[config.mk]
export PLATFORM = sky130hd
export DESIGN_NAME = fault_status_char_packer
export DESIGN_NICKNAME = d
export VERILOG_FILES = /design/src/verilog/fault_char_pkg.sv /design/src/verilog/fault_status_char_packer.sv /design/src/verilog/stored_fault_counter.sv
export SDC_FILE = /design/constraint.sdc
export NUM_CORES = 1
export LEC_CHECK = 0
export BUFFER_PORTS_ARGS = -buffer_cell sky130_fd_sc_hd__buf_2
export CORE_MARGIN = 8
export CORE_UTILIZATION = 45
export CTS_CLUSTER_SIZE = 24
export DETAILED_ROUTE_END_ITERATION = 8
export GPL_TIMING_DRIVEN = 0
export PLACE_DENSITY = 0.74
export SLEW_MARGIN = 20
export SYNTH_ARGS = -nofsm -noshare
export SYNTH_HDL_FRONTEND = slang
export SYNTH_SLANG_ARGS = --single-unit
[constraint.sdc]
create_clock -name core_clk -period 2.1 [get_ports core_clk]
set_input_delay 0.21 -clock core_clk [delete_from_list [all_inputs] [get_ports core_clk]]
set_output_delay 0.21 -clock core_clk [all_outputs]
set_load 0.1 [all_outputs]
[src/verilog/fault_char_pkg.sv]
/*
 * Shared constants and carrier types for the fault status character packer.
 * Assumes one 10 MHz clock domain and a 32-bit APB master on the register side.
 */
package fault_char_pkg;

    // ==========================================================
    // Register map (byte addresses)
    localparam logic [11:0] OFS_CTRL = 12'h000;
    localparam logic [11:0] OFS_STATUS = 12'h004;
    localparam logic [11:0] OFS_IRQ_STAT = 12'h008;
    localparam logic [11:0] OFS_IRQ_MASK = 12'h00c;
    localparam logic [11:0] OFS_COUNTS = 12'h010;

    // ==========================================================
    // Field positions
    localparam int CTRL_START_BIT = 0;
    localparam int CTRL_CLEAR_BIT = 1;
    localparam int STAT_BUSY_BIT = 0;
    localparam int STAT_IDX_LSB = 4;
    localparam int IRQ_DONE_BIT = 0;
    localparam int IRQ_RISE_BIT = 1;
    localparam int IRQ_WIDTH = 2;
    localparam logic [IRQ_WIDTH-1:0] IRQ_MASK_RESET = 2'h0;

    // ==========================================================
    // Character format
    localparam int CHAR_WIDTH = 7;
    localparam int CHAR_COUNT = 12;
    localparam int IDX_WIDTH = 4;
    localparam int CNT_WIDTH = 4;
    localparam logic [CNT_WIDTH-1:0] STORED_MAX = 4'ha;
    localparam logic MARKER = 1'b1;
    localparam logic RSVD = 1'b0;
    localparam logic [CHAR_WIDTH-1:0] CHAR_RESET = 7'h00;
    localparam int NUM_GROUPS = 4;
    localparam int GRP_TX = 0;
    localparam int GRP_RX = 1;
    localparam int GRP_COMMON = 2;
    localparam int GRP_BWD = 3;
    localparam int LIVE_WIDTH = 36;

    // ==========================================================
    // Response sequencer states, Gray along idle-load-send-finish
    typedef enum logic [1:0] {
        ST_IDLE = 2'b00,
        ST_LOAD = 2'b01,
        ST_SEND = 2'b11,
        ST_FINISH = 2'b10
    } seq_state_e;

    // ==========================================================
    // Live fault flag groups, one bit high while the fault is present
    typedef struct packed {
        logic ifSynthLock;
        logic iChannel;
        logic qChannel;
        logic berThreshold;
    } demod_flt_s;

    typedef struct packed {
        logic moduleFault;
        logic dataAis;
        logic selClkActivity;
        logic internalTxClockSynthLock;
        logic internalTxClockRefActivity;
        logic txClkPll;
        logic dropFault;
    } tx_if_flt_s;

    typedef struct packed {
        logic moduleFault;
        logic bufClkPllLock;
        logic bufClkActivity;
        logic dataAis;
        logic demuxLock;
        logic patternLock;
        logic bufUnderflow;
        logic bufOverflow;
        logic bufFull;
        logic insertFault;
        logic backwardAlarm;
        logic frameBer;
    } rx_if_flt_s;

    typedef struct packed {
        logic mcModule;
        logic batteryClock;
        logic neg12v;
        logic pos12v;
        logic pos5v;
        logic pos3v3;
        logic pos2v5;
        logic pos1v8;
        logic temperature;
        logic refPll;
        logic refActivity;
    } common_flt_s;

    typedef struct packed {
        logic txAlarm1;
        logic txAlarm2;
    } bwd_alarm_s;

    // One pulse per group when a new fault is stored
    typedef struct packed {
        logic tx;
        logic rx;
        logic common;
        logic bwd;
    } store_evt_s;

endpackage

[src/verilog/fault_status_char_packer.sv]
/*
 * Packs live and stored fault conditions into the printable status characters
 * e through p of the bulk fault status response, one character per handshake.
 * Assumes an APB master, a serial framer that pulls characters with charReady,
 * and fault inputs synchronous to core_clk.
 */
// Function
// - Demod char 2: marker, IF synth b5, I b3, Q b2, BER b0.
// - Demod char 3: marker bit 6, bits 5..0 reserved zero.
// - TX char 1: marker, module fault b5, stored TX count 0..10 b3..0.
// - TX char 2: data/AIS, clock activity, synth, reference, PLL, drop on b5..0.
// - TX char 3: marker bit 6, bits 5..0 reserved zero.
// - RX char 1: marker, module fault b5, stored RX count 0..10 b3..0.
// - RX char 2: buffer PLL, buffer clock, data/AIS, demux, 2047 lock on b5..1.
// - RX char 3: underflow, overflow, full, insert, backward alarm, frame BER.
// - Common char 1: marker, M&C module fault b5, stored count 0..10.
// - Common char 2: battery/clock, -12, +12, +5, +3.3, +2.5 V on b5..0.
// - Common char 3: +1.8 V, temperature, reference PLL, activity; b1..0 reserved.
// - Each fault flag reads one while its fault is present, else zero.
// - Backward alarm char 1: marker, TX alarms 1 and 2, stored count.
`timescale 1ns/1ps
module fault_status_char_packer
    import fault_char_pkg::*;
#(
    parameter logic [CNT_WIDTH-1:0] MAX_STORED = STORED_MAX
)
(
    input wire logic core_clk,
    input wire logic resetn,
    input wire logic [11:0] paddr,
    input wire logic psel,
    input wire logic penable,
    input wire logic pwrite,
    input wire logic [31:0] pwdata,
    output logic [31:0] prdata,
    output logic pready,
    output logic pslverr,
    input wire demod_flt_s demodFlt,
    input wire tx_if_flt_s txIfFlt,
    input wire rx_if_flt_s rxIfFlt,
    input wire common_flt_s commonFlt,
    input wire bwd_alarm_s bwdAlarm,
    input wire store_evt_s storeEvt,
    output logic [CHAR_WIDTH-1:0] charData,
    output logic charValid,
    output logic charLast,
    input wire logic charReady,
    output logic irq
);

    // ==========================================================
    // APB slave: one wait-free access cycle, answer registered
    logic pready_ff;
    logic pslverr_ff;
    logic [31:0] prdata_ff;
    logic [31:0] nxt_prdata;
    logic nxt_pslverr;
    logic wrEn;
    logic startReq;
    logic clearReq;
    logic [IRQ_WIDTH-1:0] irqStat_ff;
    logic [IRQ_WIDTH-1:0] irqMask_ff;
    logic [IRQ_WIDTH-1:0] irqSet;
    logic [IRQ_WIDTH-1:0] irqClr;
    logic irq_ff;
    seq_state_e state_ff;
    logic [IDX_WIDTH-1:0] idx_ff;
    logic [CNT_WIDTH-1:0] count [NUM_GROUPS];
    logic [NUM_GROUPS-1:0] incVec;

    // Write takes effect only at the edge that completes the access
    assign wrEn = psel & penable & pready_ff & pwrite;
    assign startReq = wrEn && paddr == OFS_CTRL && pwdata[CTRL_START_BIT];
    assign clearReq = wrEn && paddr == OFS_CTRL && pwdata[CTRL_CLEAR_BIT];
    assign irqClr = (wrEn && paddr == OFS_IRQ_STAT) ? pwdata[IRQ_WIDTH-1:0] : '0;

    // Read mux and unmapped-address error
    always_comb
    begin
        nxt_prdata = '0;
        nxt_pslverr = 1'b0;
        case (paddr)
            OFS_CTRL: nxt_prdata = '0;
            OFS_STATUS:
            begin
                nxt_prdata[STAT_BUSY_BIT] = (state_ff != ST_IDLE);
                nxt_prdata[STAT_IDX_LSB +: IDX_WIDTH] = idx_ff;
            end
            OFS_IRQ_STAT: nxt_prdata[IRQ_WIDTH-1:0] = irqStat_ff;
            OFS_IRQ_MASK: nxt_prdata[IRQ_WIDTH-1:0] = irqMask_ff;
            OFS_COUNTS: nxt_prdata[NUM_GROUPS*CNT_WIDTH-1:0] =
                {count[GRP_BWD], count[GRP_COMMON], count[GRP_RX], count[GRP_TX]};
            default: nxt_pslverr = 1'b1;
        endcase
    end

    // Ready rises in the first access cycle, then drops for the next setup
    always_ff @(posedge core_clk or negedge resetn)
    begin
        if (!resetn)
        begin
            pready_ff <= 1'b0;
            pslverr_ff <= 1'b0;
            prdata_ff <= '0;
        end
        else
        begin
            pready_ff <= psel & ~pready_ff;
            pslverr_ff <= psel & ~pready_ff & nxt_pslverr;
            prdata_ff <= (psel & ~pready_ff & ~pwrite) ? nxt_prdata : '0;
        end
    end

    // Mask register steers the interrupt output
    always_ff @(posedge core_clk or negedge resetn)
    begin
        if (!resetn)
            irqMask_ff <= IRQ_MASK_RESET;
        else if (wrEn && paddr == OFS_IRQ_MASK)
            irqMask_ff <= pwdata[IRQ_WIDTH-1:0];
    end

    // ==========================================================
    // Stored fault counts, one saturating counter per group
    assign incVec = {storeEvt.bwd, storeEvt.common, storeEvt.rx, storeEvt.tx};

    genvar g;
    generate
        for (g = 0; g < NUM_GROUPS; g++)
        begin : gCount
            stored_fault_counter #(
                .MAX_COUNT(MAX_STORED)
            ) uCount (
                .core_clk(core_clk),
                .resetn(resetn),
                .inc(incVec[g]),
                .clr(clearReq),
                .count(count[g])
            );
        end
    endgenerate

    // ==========================================================
    // Character images built from live flags, active high per fault
    logic [CHAR_WIDTH-1:0] liveChar [CHAR_COUNT];
    logic [CHAR_WIDTH-1:0] snapChar_ff [CHAR_COUNT];

    always_comb
    begin
        // e: demod character 2
        liveChar[0] = {MARKER, demodFlt.ifSynthLock, RSVD, demodFlt.iChannel,
                       demodFlt.qChannel, RSVD, demodFlt.berThreshold};
        // f: demod character 3
        liveChar[1] = {MARKER, {(CHAR_WIDTH-1){RSVD}}};
        // g: transmit interface character 1
        liveChar[2] = {MARKER, txIfFlt.moduleFault, RSVD, count[GRP_TX]};
        // h: transmit interface character 2
        liveChar[3] = {MARKER, txIfFlt.dataAis, txIfFlt.selClkActivity,
                       txIfFlt.internalTxClockSynthLock,
                       txIfFlt.internalTxClockRefActivity,
                       txIfFlt.txClkPll, txIfFlt.dropFault};
        // i: transmit interface character 3
        liveChar[4] = {MARKER, {(CHAR_WIDTH-1){RSVD}}};
        // j: receive interface character 1
        liveChar[5] = {MARKER, rxIfFlt.moduleFault, RSVD, count[GRP_RX]};
        // k: receive interface character 2
        liveChar[6] = {MARKER, rxIfFlt.bufClkPllLock, rxIfFlt.bufClkActivity,
                       rxIfFlt.dataAis, rxIfFlt.demuxLock,
                       rxIfFlt.patternLock, RSVD};
        // l: receive interface character 3
        liveChar[7] = {MARKER, rxIfFlt.bufUnderflow, rxIfFlt.bufOverflow,
                       rxIfFlt.bufFull, rxIfFlt.insertFault,
                       rxIfFlt.backwardAlarm, rxIfFlt.frameBer};
        // m: common equipment character 1
        liveChar[8] = {MARKER, commonFlt.mcModule, RSVD, count[GRP_COMMON]};
        // n: common equipment character 2
        liveChar[9] = {MARKER, commonFlt.batteryClock, commonFlt.neg12v,
                       commonFlt.pos12v, commonFlt.pos5v, commonFlt.pos3v3,
                       commonFlt.pos2v5};
        // o: common equipment character 3
        liveChar[10] = {MARKER, commonFlt.pos1v8, commonFlt.temperature,
                        commonFlt.refPll, commonFlt.refActivity,
                        RSVD, RSVD};
        // p: backward alarm character 1
        liveChar[11] = {MARKER, bwdAlarm.txAlarm1, bwdAlarm.txAlarm2,
                        count[GRP_BWD]};
    end

    // ==========================================================
    // Response sequencer
    seq_state_e nxt_state;
    logic accept;

    assign accept = charValid & charReady;

    always_comb
    begin
        nxt_state = state_ff;
        case (state_ff)
            ST_IDLE: if (startReq) nxt_state = ST_LOAD;
            ST_LOAD: nxt_state = ST_SEND;
            ST_SEND: if (accept && charLast) nxt_state = ST_FINISH;
            ST_FINISH: nxt_state = ST_IDLE;
            default: nxt_state = ST_IDLE;
        endcase
    end

    always_ff @(posedge core_clk or negedge resetn)
    begin
        if (!resetn)
            state_ff <= ST_IDLE;
        else
            state_ff <= nxt_state;
    end

    // All characters captured on one edge so the response shows one instant
    always_ff @(posedge core_clk or negedge resetn)
    begin
        if (!resetn)
        begin
            for (int i = 0; i < CHAR_COUNT; i++)
                snapChar_ff[i] <= CHAR_RESET;
        end
        else if (state_ff == ST_LOAD)
        begin
            for (int i = 0; i < CHAR_COUNT; i++)
                snapChar_ff[i] <= liveChar[i];
        end
    end

    // Character index walks e..p in letter order
    always_ff @(posedge core_clk or negedge resetn)
    begin
        if (!resetn)
            idx_ff <= '0;
        else if (state_ff == ST_LOAD)
            idx_ff <= '0;
        else if (state_ff == ST_SEND && accept && !charLast)
            idx_ff <= idx_ff + IDX_WIDTH'(1);
    end

    // Output stage: valid held until the framer takes the character
    logic charValid_ff;
    logic charLast_ff;
    logic [CHAR_WIDTH-1:0] charData_ff;

    always_ff @(posedge core_clk or negedge resetn)
    begin
        if (!resetn)
        begin
            charValid_ff <= 1'b0;
            charLast_ff <= 1'b0;
            charData_ff <= CHAR_RESET;
        end
        else if (state_ff == ST_SEND && !(accept && charLast_ff))
        begin
            charValid_ff <= 1'b1;
            charData_ff <= snapChar_ff[accept ? idx_ff + IDX_WIDTH'(1) : idx_ff];
            charLast_ff <= (accept ? idx_ff + IDX_WIDTH'(1) : idx_ff)
                == IDX_WIDTH'(CHAR_COUNT - 1);
        end
        else
        begin
            charValid_ff <= 1'b0;
            charLast_ff <= 1'b0;
            charData_ff <= CHAR_RESET;
        end
    end

    // ==========================================================
    // Interrupts: response done and any live fault rising
    logic [LIVE_WIDTH-1:0] live;
    logic [LIVE_WIDTH-1:0] livePrev_ff;

    assign live = {demodFlt, txIfFlt, rxIfFlt, commonFlt, bwdAlarm};

    always_ff @(posedge core_clk or negedge resetn)
    begin
        if (!resetn)
            livePrev_ff <= '0;
        else
            livePrev_ff <= live;
    end

    assign irqSet[IRQ_DONE_BIT] = (state_ff == ST_FINISH);
    assign irqSet[IRQ_RISE_BIT] = |(live & ~livePrev_ff);

    // Set beats a write-one clear landing in the same cycle
    always_ff @(posedge core_clk or negedge resetn)
    begin
        if (!resetn)
        begin
            irqStat_ff <= '0;
            irq_ff <= 1'b0;
        end
        else
        begin
            irqStat_ff <= (irqStat_ff & ~irqClr) | irqSet;
            irq_ff <= |(((irqStat_ff & ~irqClr) | irqSet) & irqMask_ff);
        end
    end

    assign prdata = prdata_ff;
    assign pready = pready_ff;
    assign pslverr = pslverr_ff;
    assign charData = charData_ff;
    assign charValid = charValid_ff;
    assign charLast = charLast_ff;
    assign irq = irq_ff;

endmodule // fault_status_char_packer

[src/verilog/stored_fault_counter.sv]
/*
 * Saturating count of stored faults for one fault group.
 * Assumes inc and clr are synchronous single-cycle pulses.
 */
`timescale 1ns/1ps
module stored_fault_counter
    import fault_char_pkg::*;
#(
    parameter logic [CNT_WIDTH-1:0] MAX_COUNT = STORED_MAX
)
(
    input wire logic core_clk,
    input wire logic resetn,
    input wire logic inc,
    input wire logic clr,
    output logic [CNT_WIDTH-1:0] count
);

    logic [CNT_WIDTH-1:0] count_ff;

    // A store arriving with a clear still counts, so no fault goes unseen
    always_ff @(posedge core_clk or negedge resetn)
    begin
        if (!resetn)
            count_ff <= '0;
        else if (inc)
        begin
            if (clr)
                count_ff <= CNT_WIDTH'(1);
            else if (count_ff < MAX_COUNT)
                count_ff <= count_ff + CNT_WIDTH'(1);
        end
        else if (clr)
            count_ff <= '0;
    end

    assign count = count_ff;

endmodule // stored_fault_counter

==> results of run 1 <==
## layout make-up
| class | instances | area [um2] | area share [%] |
|---|---|---|---|
| flip-flops and latches | 143 | 3580 | 43.7 |
| multi-input cells | 335 | 2490 | 30.4 |
| repair buffers | 128 | 871 | 10.6 |
| clock buffers | 22 | 484 | 5.91 |
| plain buffers | 35 | 234 | 2.85 |
| well taps | 180 | 225 | 2.75 |
| clock inverters | 9 | 204 | 2.49 |
| inverters | 27 | 101 | 1.24 |
| diodes | 1 | 2.50 | 0.0305 |
## path summary, 6_finish.rpt
path	from	to	slack, ps	cells after the start
worst max-delay path	idx_ff[0]$_DFFE_PN0P_	charData[2]$_DFF_PN0_	70	6
worst min-delay path	psel	pready$_DFF_PN0_	70	2
worst max register to register	idx_ff[0]$_DFFE_PN0P_	charData[2]$_DFF_PN0_	70	6
worst min register to register	pready$_DFF_PN0_	pready$_DFF_PN0_	460	1
max in group asynchronous	resetn	pready$_DFF_PN0_	1020	3
min in group asynchronous	resetn	livePrev_ff[21]$_DFF_PN0_	340	2
## registers in the layout (all words and copies together) (netlist names), 2 cells and up
register,count
idx_ff,4
prdata,16
irqStat_ff,2
state_ff,2
gCount.uCount.count,16
charData,7
livePrev_ff,36
snapChar_ff,53
irqMask_ff,2
## power groups by stage
stage	Clock [uW]	Sequential (uW)	Combinational [uW]
floorplan	0	4000	1850
global placement	0	4140	2340
detailed placement	0	4190	2450
CTS	3510	4160	2570
global route	3630	4270	2810
finish	3470	4170	2570
## cell families after synthesis
family          Yosys count  share of synthesized area [%]
flops                   143                           56.8
fa+ha+maj                 5                          0.993
simple gates            124                           10.4
other cells               1                         0.0595
buf+inv                  66                           5.64
xor+xnor                  4                          0.854
mux                      77                           14.1
compound gates          109                           11.2
## per-layer routing
| metal | share of wire [%] | GRT usage, % |
|---|---|---|
| met3 | 6.5 | 5.95 |
| met4 | 2.0 | 6.49 |
| met1 | 43 | 23.3 |
| met5 | 0 | 0 |
| met2 | 48 | 30.0 |
## stage by stage
step,setup slack [ps],std cells,setup TNS [ps],area [um2]
global route,10.6,880,0,8200
finish,71.0,880,0,8200
global placement,-1440,809,-145270,7010
floorplan,-94.5,544,-221,6360
CTS,-12.9,878,-12.9,8160
detailed placement,-356,810,-1310,7050
## worst reg2reg max path, stage by stage, from the launching register on
cell      delay, ps
dfrtp_1         420
ha_4            290
clkbuf_8        170
mux2_2          340
a222oi_1        320
mux2i_1         150
a22o_1          220
## Yosys cell counts (3+ instances only)
master	n
dfrtp_1	143
mux2_2	60
o21ai_0	32
nand2_1	28
inv_1	27
a21oi_1	23
nand2b_1	21
buf_4	18
nor2_1	18
mux2i_1	14
o22ai_1	12
nand3_1	11
and2_1	10
clkbuf_1	8
nor3_1	8
a22o_1	7
buf_2	7
nor4_1	7
o2111ai_1	7
a22oi_1	5
and3_1	5
ha_1	5
a211o_1	4
a41oi_1	4
a32o_1	3
buf_1	3
nor2b_1	3
## what timing repair did
action                                  4_1_cts  5_1_grt
hold buffers                                 37        0
endpoints found under the setup margin        7       14
gates cloned                                  0        0
gates resized for setup                      11        7
pin swaps                                     3        4
endpoints found under the hold margin       105        0
buffers inserted                              2        3
==> qor.yml, run 1 <==
cts.sinks: 143
period_needed_ps: 2030
dpl.hpwl_mm: 11.2
rsz0062_at_grt: "no"
die_w_um: 134
crit_family: "compound AO/OA/AOI/OAI gates"
power_uw: 10200
drv_cap: 0
p_sw_uw: 3080
cp-end-kind: "register"
p_comb_share_pct: 25.2
status: "completed"
p_leak_uw: 0.00377
yosysTopAreaCellShare_pct: 56.8
async_flop_share_pct: 100
track_usage_pct: 18.7
hold_class: "in2reg"
slew_violations: 0
slew_headroom_pct: 48.8
clk_pin_slew_worst_paths_ps: 60
post-route-period-util_pct: 96.6
ys_types: 53
place.gp.congestion: 0.854
setup_viol: 0
drt_iter0_drc: 361
ant_nets: 0
ys.flop_type: "dfrtp_1"
drive_gt1_share_pct: 32.3
yosys-top-cells-area: "dfrtp_1 (57%), mux2_2 (11%), o21ai_0 (2.5%)"
clk_path_buf_depth: 2
synth_area_um2: 6300
fmax_mhz: 493
io_buffer_count: 85
critPathMaxFanout: 10
clock_power_share_pct: 34.0
root_buffer: "clkbuf_16"
fin_util_pct: 59.5
start_util_pct: 45.8
mostFrequentLayoutCells: "dfrtp_1 (140), buf_2 (90), mux2_2 (60)"
cts_made_buffers: 17
die_area_um2: 18000
nNetsFinal: 782
yosysWarnings: 0
synth_top_cell_by_area: "dfrtp_1"
netlist_instances: 529
cp_slowest_stage_delay_ps: 420
antenna_found_initial: 1
crit_type: "reg2reg"
arrival_ps: 2330
synth_edf_count: 0
crit_slowest_cell: "dfrtp_1"
core_um2: 13800
rows: 43
post_drt_wl_per_cell_um: 18.6
seq_area_frac_synth_pct: 56.8
dieHeight_um: 134
first_global_vias: 4977
p_per_area_nw_per_um2: 1250
vias: 4718
wl_mm: 16.4
worstSkewPairLatency_ps: 420
grt_overflow: 0
critPathLaunchType: "register"
first_pass_iters: 5
holdWs_ps: 66.3
grt_pass1_wl_mm: 26.3
tightest_slew_ps: 762
sw_frac_of_total_pct: 30.2
cts_tree: "yes"
cp_cell_sequence: "ha_4, clkbuf_8, mux2_2, a222oi_1, mux2i_1, a22o_1"
hold_viol: 0
ios: 134
critPathRequiredTime_ps: 2400
layout_commonest_cell: "dfrtp_1"
peakVddDrop_v: 0.000937
seq_power_share_pct: 40.8
synth-seq-cells: 143
ctsHtreeMaxLevel: 4
skew_ps: 14.6
cp.buffers_inverters: 1
fill_cells: 1095
area_growth_pct: 30.1
p_int_uw: 7140
grt_max_degree: 75
vias_per_cell: 5.36
route.detailed.drc: 0
syn_avg_cell_area_um2: 11.9
(Power assumes the default switching activity.)
==> inputs of run 2 (changes only) <==
--- a/config.mk
+++ b/config.mk
@@ -7,11 +7,11 @@
 export LEC_CHECK = 0
 export BUFFER_PORTS_ARGS = -buffer_cell sky130_fd_sc_hd__buf_2
 export CORE_MARGIN = 8
-export CORE_UTILIZATION = 45
+export CORE_UTILIZATION = 49
 export CTS_CLUSTER_SIZE = 24
 export DETAILED_ROUTE_END_ITERATION = 8
 export GPL_TIMING_DRIVEN = 0
-export PLACE_DENSITY = 0.74
+export PLACE_DENSITY = 0.8
 export SLEW_MARGIN = 20
 export SYNTH_ARGS = -nofsm -noshare
 export SYNTH_HDL_FRONTEND = slang
==> run 2 against run 1 <==
  * Routed wire length down 1.8%
  * Cell area decreased by 1.9%
  * Highest routed layer unchanged
  * Critical path type unchanged
  * Sequential cell count stayed put
  * Total power fell by 7.9%
  * Fmax fell by 1.6%
  * Sequential share of layout area grew 0.84 points
  * Largest power group unchanged
  * Die area shrank 7.2%
  * Via count grew 1.7%
  * Critical path depth did not move
==> qor.yml, run 2 (synthesis results as in run 1) <==
cp_slowest_stage_delay_ps: 540  # was 420 ps
setup_viol: 0  # unchanged
cp-end-kind: "register"  # unchanged
wl_mm: 16.1  # was 16.4 mm
vias_per_cell: 5.48  # was 5.36
area_growth_pct: 27.6  # was 30.1%
stdcell_area_um2: 8040  # was 8200 um2
start_util_pct: 50.1  # was 45.8%
p_per_area_nw_per_um2: 1170  # was 1250 nW/um2
reg_top3: "snapChar_ff (53), livePrev_ff (36)"  # unchanged
grt_max_degree: 73  # was 75
regMostFlops: "snapChar_ff"  # unchanged
critPathRequiredTime_ps: 2410  # was 2400 ps
grt_pass1_wl_mm: 25.4  # was 26.3 mm
io_buffer_count: 85  # unchanged
drt_iter0_drc: 412  # was 361
route.detailed.drc: 0  # unchanged
grt_overflow: 0  # unchanged
nNetsFinal: 786  # was 782
first_pass_iters: 5  # unchanged
wl_met2_mm: 8.01  # was 7.91 mm
layout_commonest_cell: "dfrtp_1"  # unchanged
first_global_vias: 4944  # was 4,977
antennaDiodeCount: 0  # was 1
power_uw: 9410  # was 10,200 uW
post-route-period-util_pct: 98.2  # was 96.6%
slew_violations: 0  # unchanged
post_drt_wl_per_cell_um: 18.4  # was 18.6 um
dr_wl_met3_mm: 1.17  # was 1.06 mm
place_area_um2: 7040  # was 7050 um2
cts.sinks: 143  # unchanged
cts_tree: "yes"  # unchanged
fmax_mhz: 485  # was 493 MHz
ios: 134  # unchanged
vias: 4798  # was 4,718
dieHeight_um: 129  # was 134 um
routedLengthMet1_mm: 6.54  # was 7.09 mm
hold_class: "in2reg"  # unchanged
clk_pin_slew_worst_paths_ps: 60  # about the same
tightest_slew_ps: 740  # was 762 ps
largest_register_ffs: 53  # unchanged
antenna_found_initial: 0  # was 1
fill_cells: 953  # was 1,095
hold_viol: 0  # unchanged
drv_cap: 0  # unchanged
period_needed_ps: 2060  # was 2030 ps
die_area_um2: 16700  # was 18,000 um2
crit_type: "reg2reg"  # unchanged
ctsHtreeMaxLevel: 4  # unchanged
rows: 41  # was 43
cp_cell_sequence: "and2_4, buf_12, xnor2_4, buf_6, mux4_2, a22o_1"  # was ha_4, clkbuf_8, mux2_2, a222oi_1, mux2i_1, a22o_1
p_leak_uw: 0.00372  # was 0.00377 uW
place.gp.congestion: 0.871  # was 0.854
critPathMaxFanout: 8  # was 10
rsz0062_at_grt: "no"  # unchanged
clk_path_buf_depth: 2  # unchanged
critPathLaunchType: "register"  # unchanged
slew_headroom_pct: 50.3  # was 48.8%
skew_ps: 8.83  # was 14.6 ps
core_um2: 12600  # was 13,800 um2
routed.top_layer: "met4"  # unchanged
worstSkewPairLatency_ps: 420  # about the same
ant_nets: 0  # unchanged
arrival_ps: 2370  # was 2330 ps
mostFrequentLayoutCells: "dfrtp_1 (140), buf_2 (91), mux2_2 (60)"  # was dfrtp_1 (140), buf_2 (90), mux2_2 (60)
drive_gt1_share_pct: 32.0  # was 32.3%
cts_made_buffers: 17  # unchanged
die_w_um: 129  # was 134 um
dpl.hpwl_mm: 11.0  # was 11.2 mm
crit_slowest_cell: "mux4_2"  # was dfrtp_1
root_buffer: "clkbuf_16"  # unchanged
peakVddDrop_v: 0.000723  # was 0.000937 V
status: "completed"  # unchanged
track_usage_pct: 19.7  # was 18.7%
-- run 2: cell types whose count changed in the layout (fill, tap and decap cells not counted), sizes merged --
cell,before,now
bufinv,6,0
clkbuf,30,32
clkinv,1,4
diode,1,0
buf,118,123
-- run 2: routing by layer --
metal / GRT usage, % / up-vias
li1: - / 2185
met1: 23.6 / 2389
met2: 32.1 / 191
met3: 6.70 / 33
met4: 8.13 / 0
met5: 0 / -
-- run 2: area by class of cell --
class	count	area [um2]	share of cell area, %
plain buffers	36	251	3.13
clock buffers	25	485	6.04
clock inverters	6	35.0	0.436
inverters	27	101	1.26
multi-input cells	335	2480	30.8
flip-flops and latches	143	3580	44.6
well taps	172	215	2.68
repair buffers	131	891	11.1
-- run 2: worst max-delay path, delay by kind of cell, from the launching register on --
kind	cells	cell delay, ps
mux	1	540
flops	1	520
buf+inv	2	300
compound gates	1	250
xor+xnor	1	170
simple gates	1	160
-- run 2: final timing paths --
kind                                                   from                           to  slack (ps)  cells past startpoint
worst max-delay path                    charValid$_DFF_PN0_        charData[3]$_DFF_PN0_          40                      6
worst min-delay path                              pwdata[0]    irqMask_ff[0]$_DFFE_PN0P_          70                      2
worst max register to register          charValid$_DFF_PN0_        charData[3]$_DFF_PN0_          40                      6
worst min register to register  snapChar_ff[62]$_DFFE_PN0P_  snapChar_ff[62]$_DFFE_PN0P_         470                      1
max in group asynchronous                            resetn  snapChar_ff[56]$_DFFE_PN0P_        1050                      3
min in group asynchronous                            resetn            pslverr$_DFF_PN0_         320                      2
-- run 2: per-stage QoR --
| step | hold WS, ps | utilization [%] | setup slack, ps | cells | TNS, ps |
|---|---|---|---|---|---|
| floorplan | -85.6 | - | -94.5 | 544 | -221 |
| global placement | 347 | 55.7 | -1440 | 801 | -142270 |
| detailed placement | 204 | 56.0 | -285 | 802 | -984 |
| CTS | 52.4 | 63.4 | -0.776 | 871 | -0.776 |
| global route | 55.9 | 64.0 | 0.0469 | 875 | 0 |
| finish | 67.0 | 64.0 | 38.7 | 875 | 0 |
-- run 2: where the power goes --
group / switching [uW] / internal, uW
Clock: 1080 / 1590
Combinational: 1280 / 1290
Sequential: 679 / 3500
Total: 3030 / 6380
-- run 2: timing repair --
action / in CTS / in global routing
pin swaps: 1 / 1
setup buffers: 4 / 3
endpoints found under the hold margin: 107 / 0
gates resized for setup: 6 / 12
gates cloned: 0 / 1
setup endpoints to repair: 5 / 13
hold buffers: 37 / 0
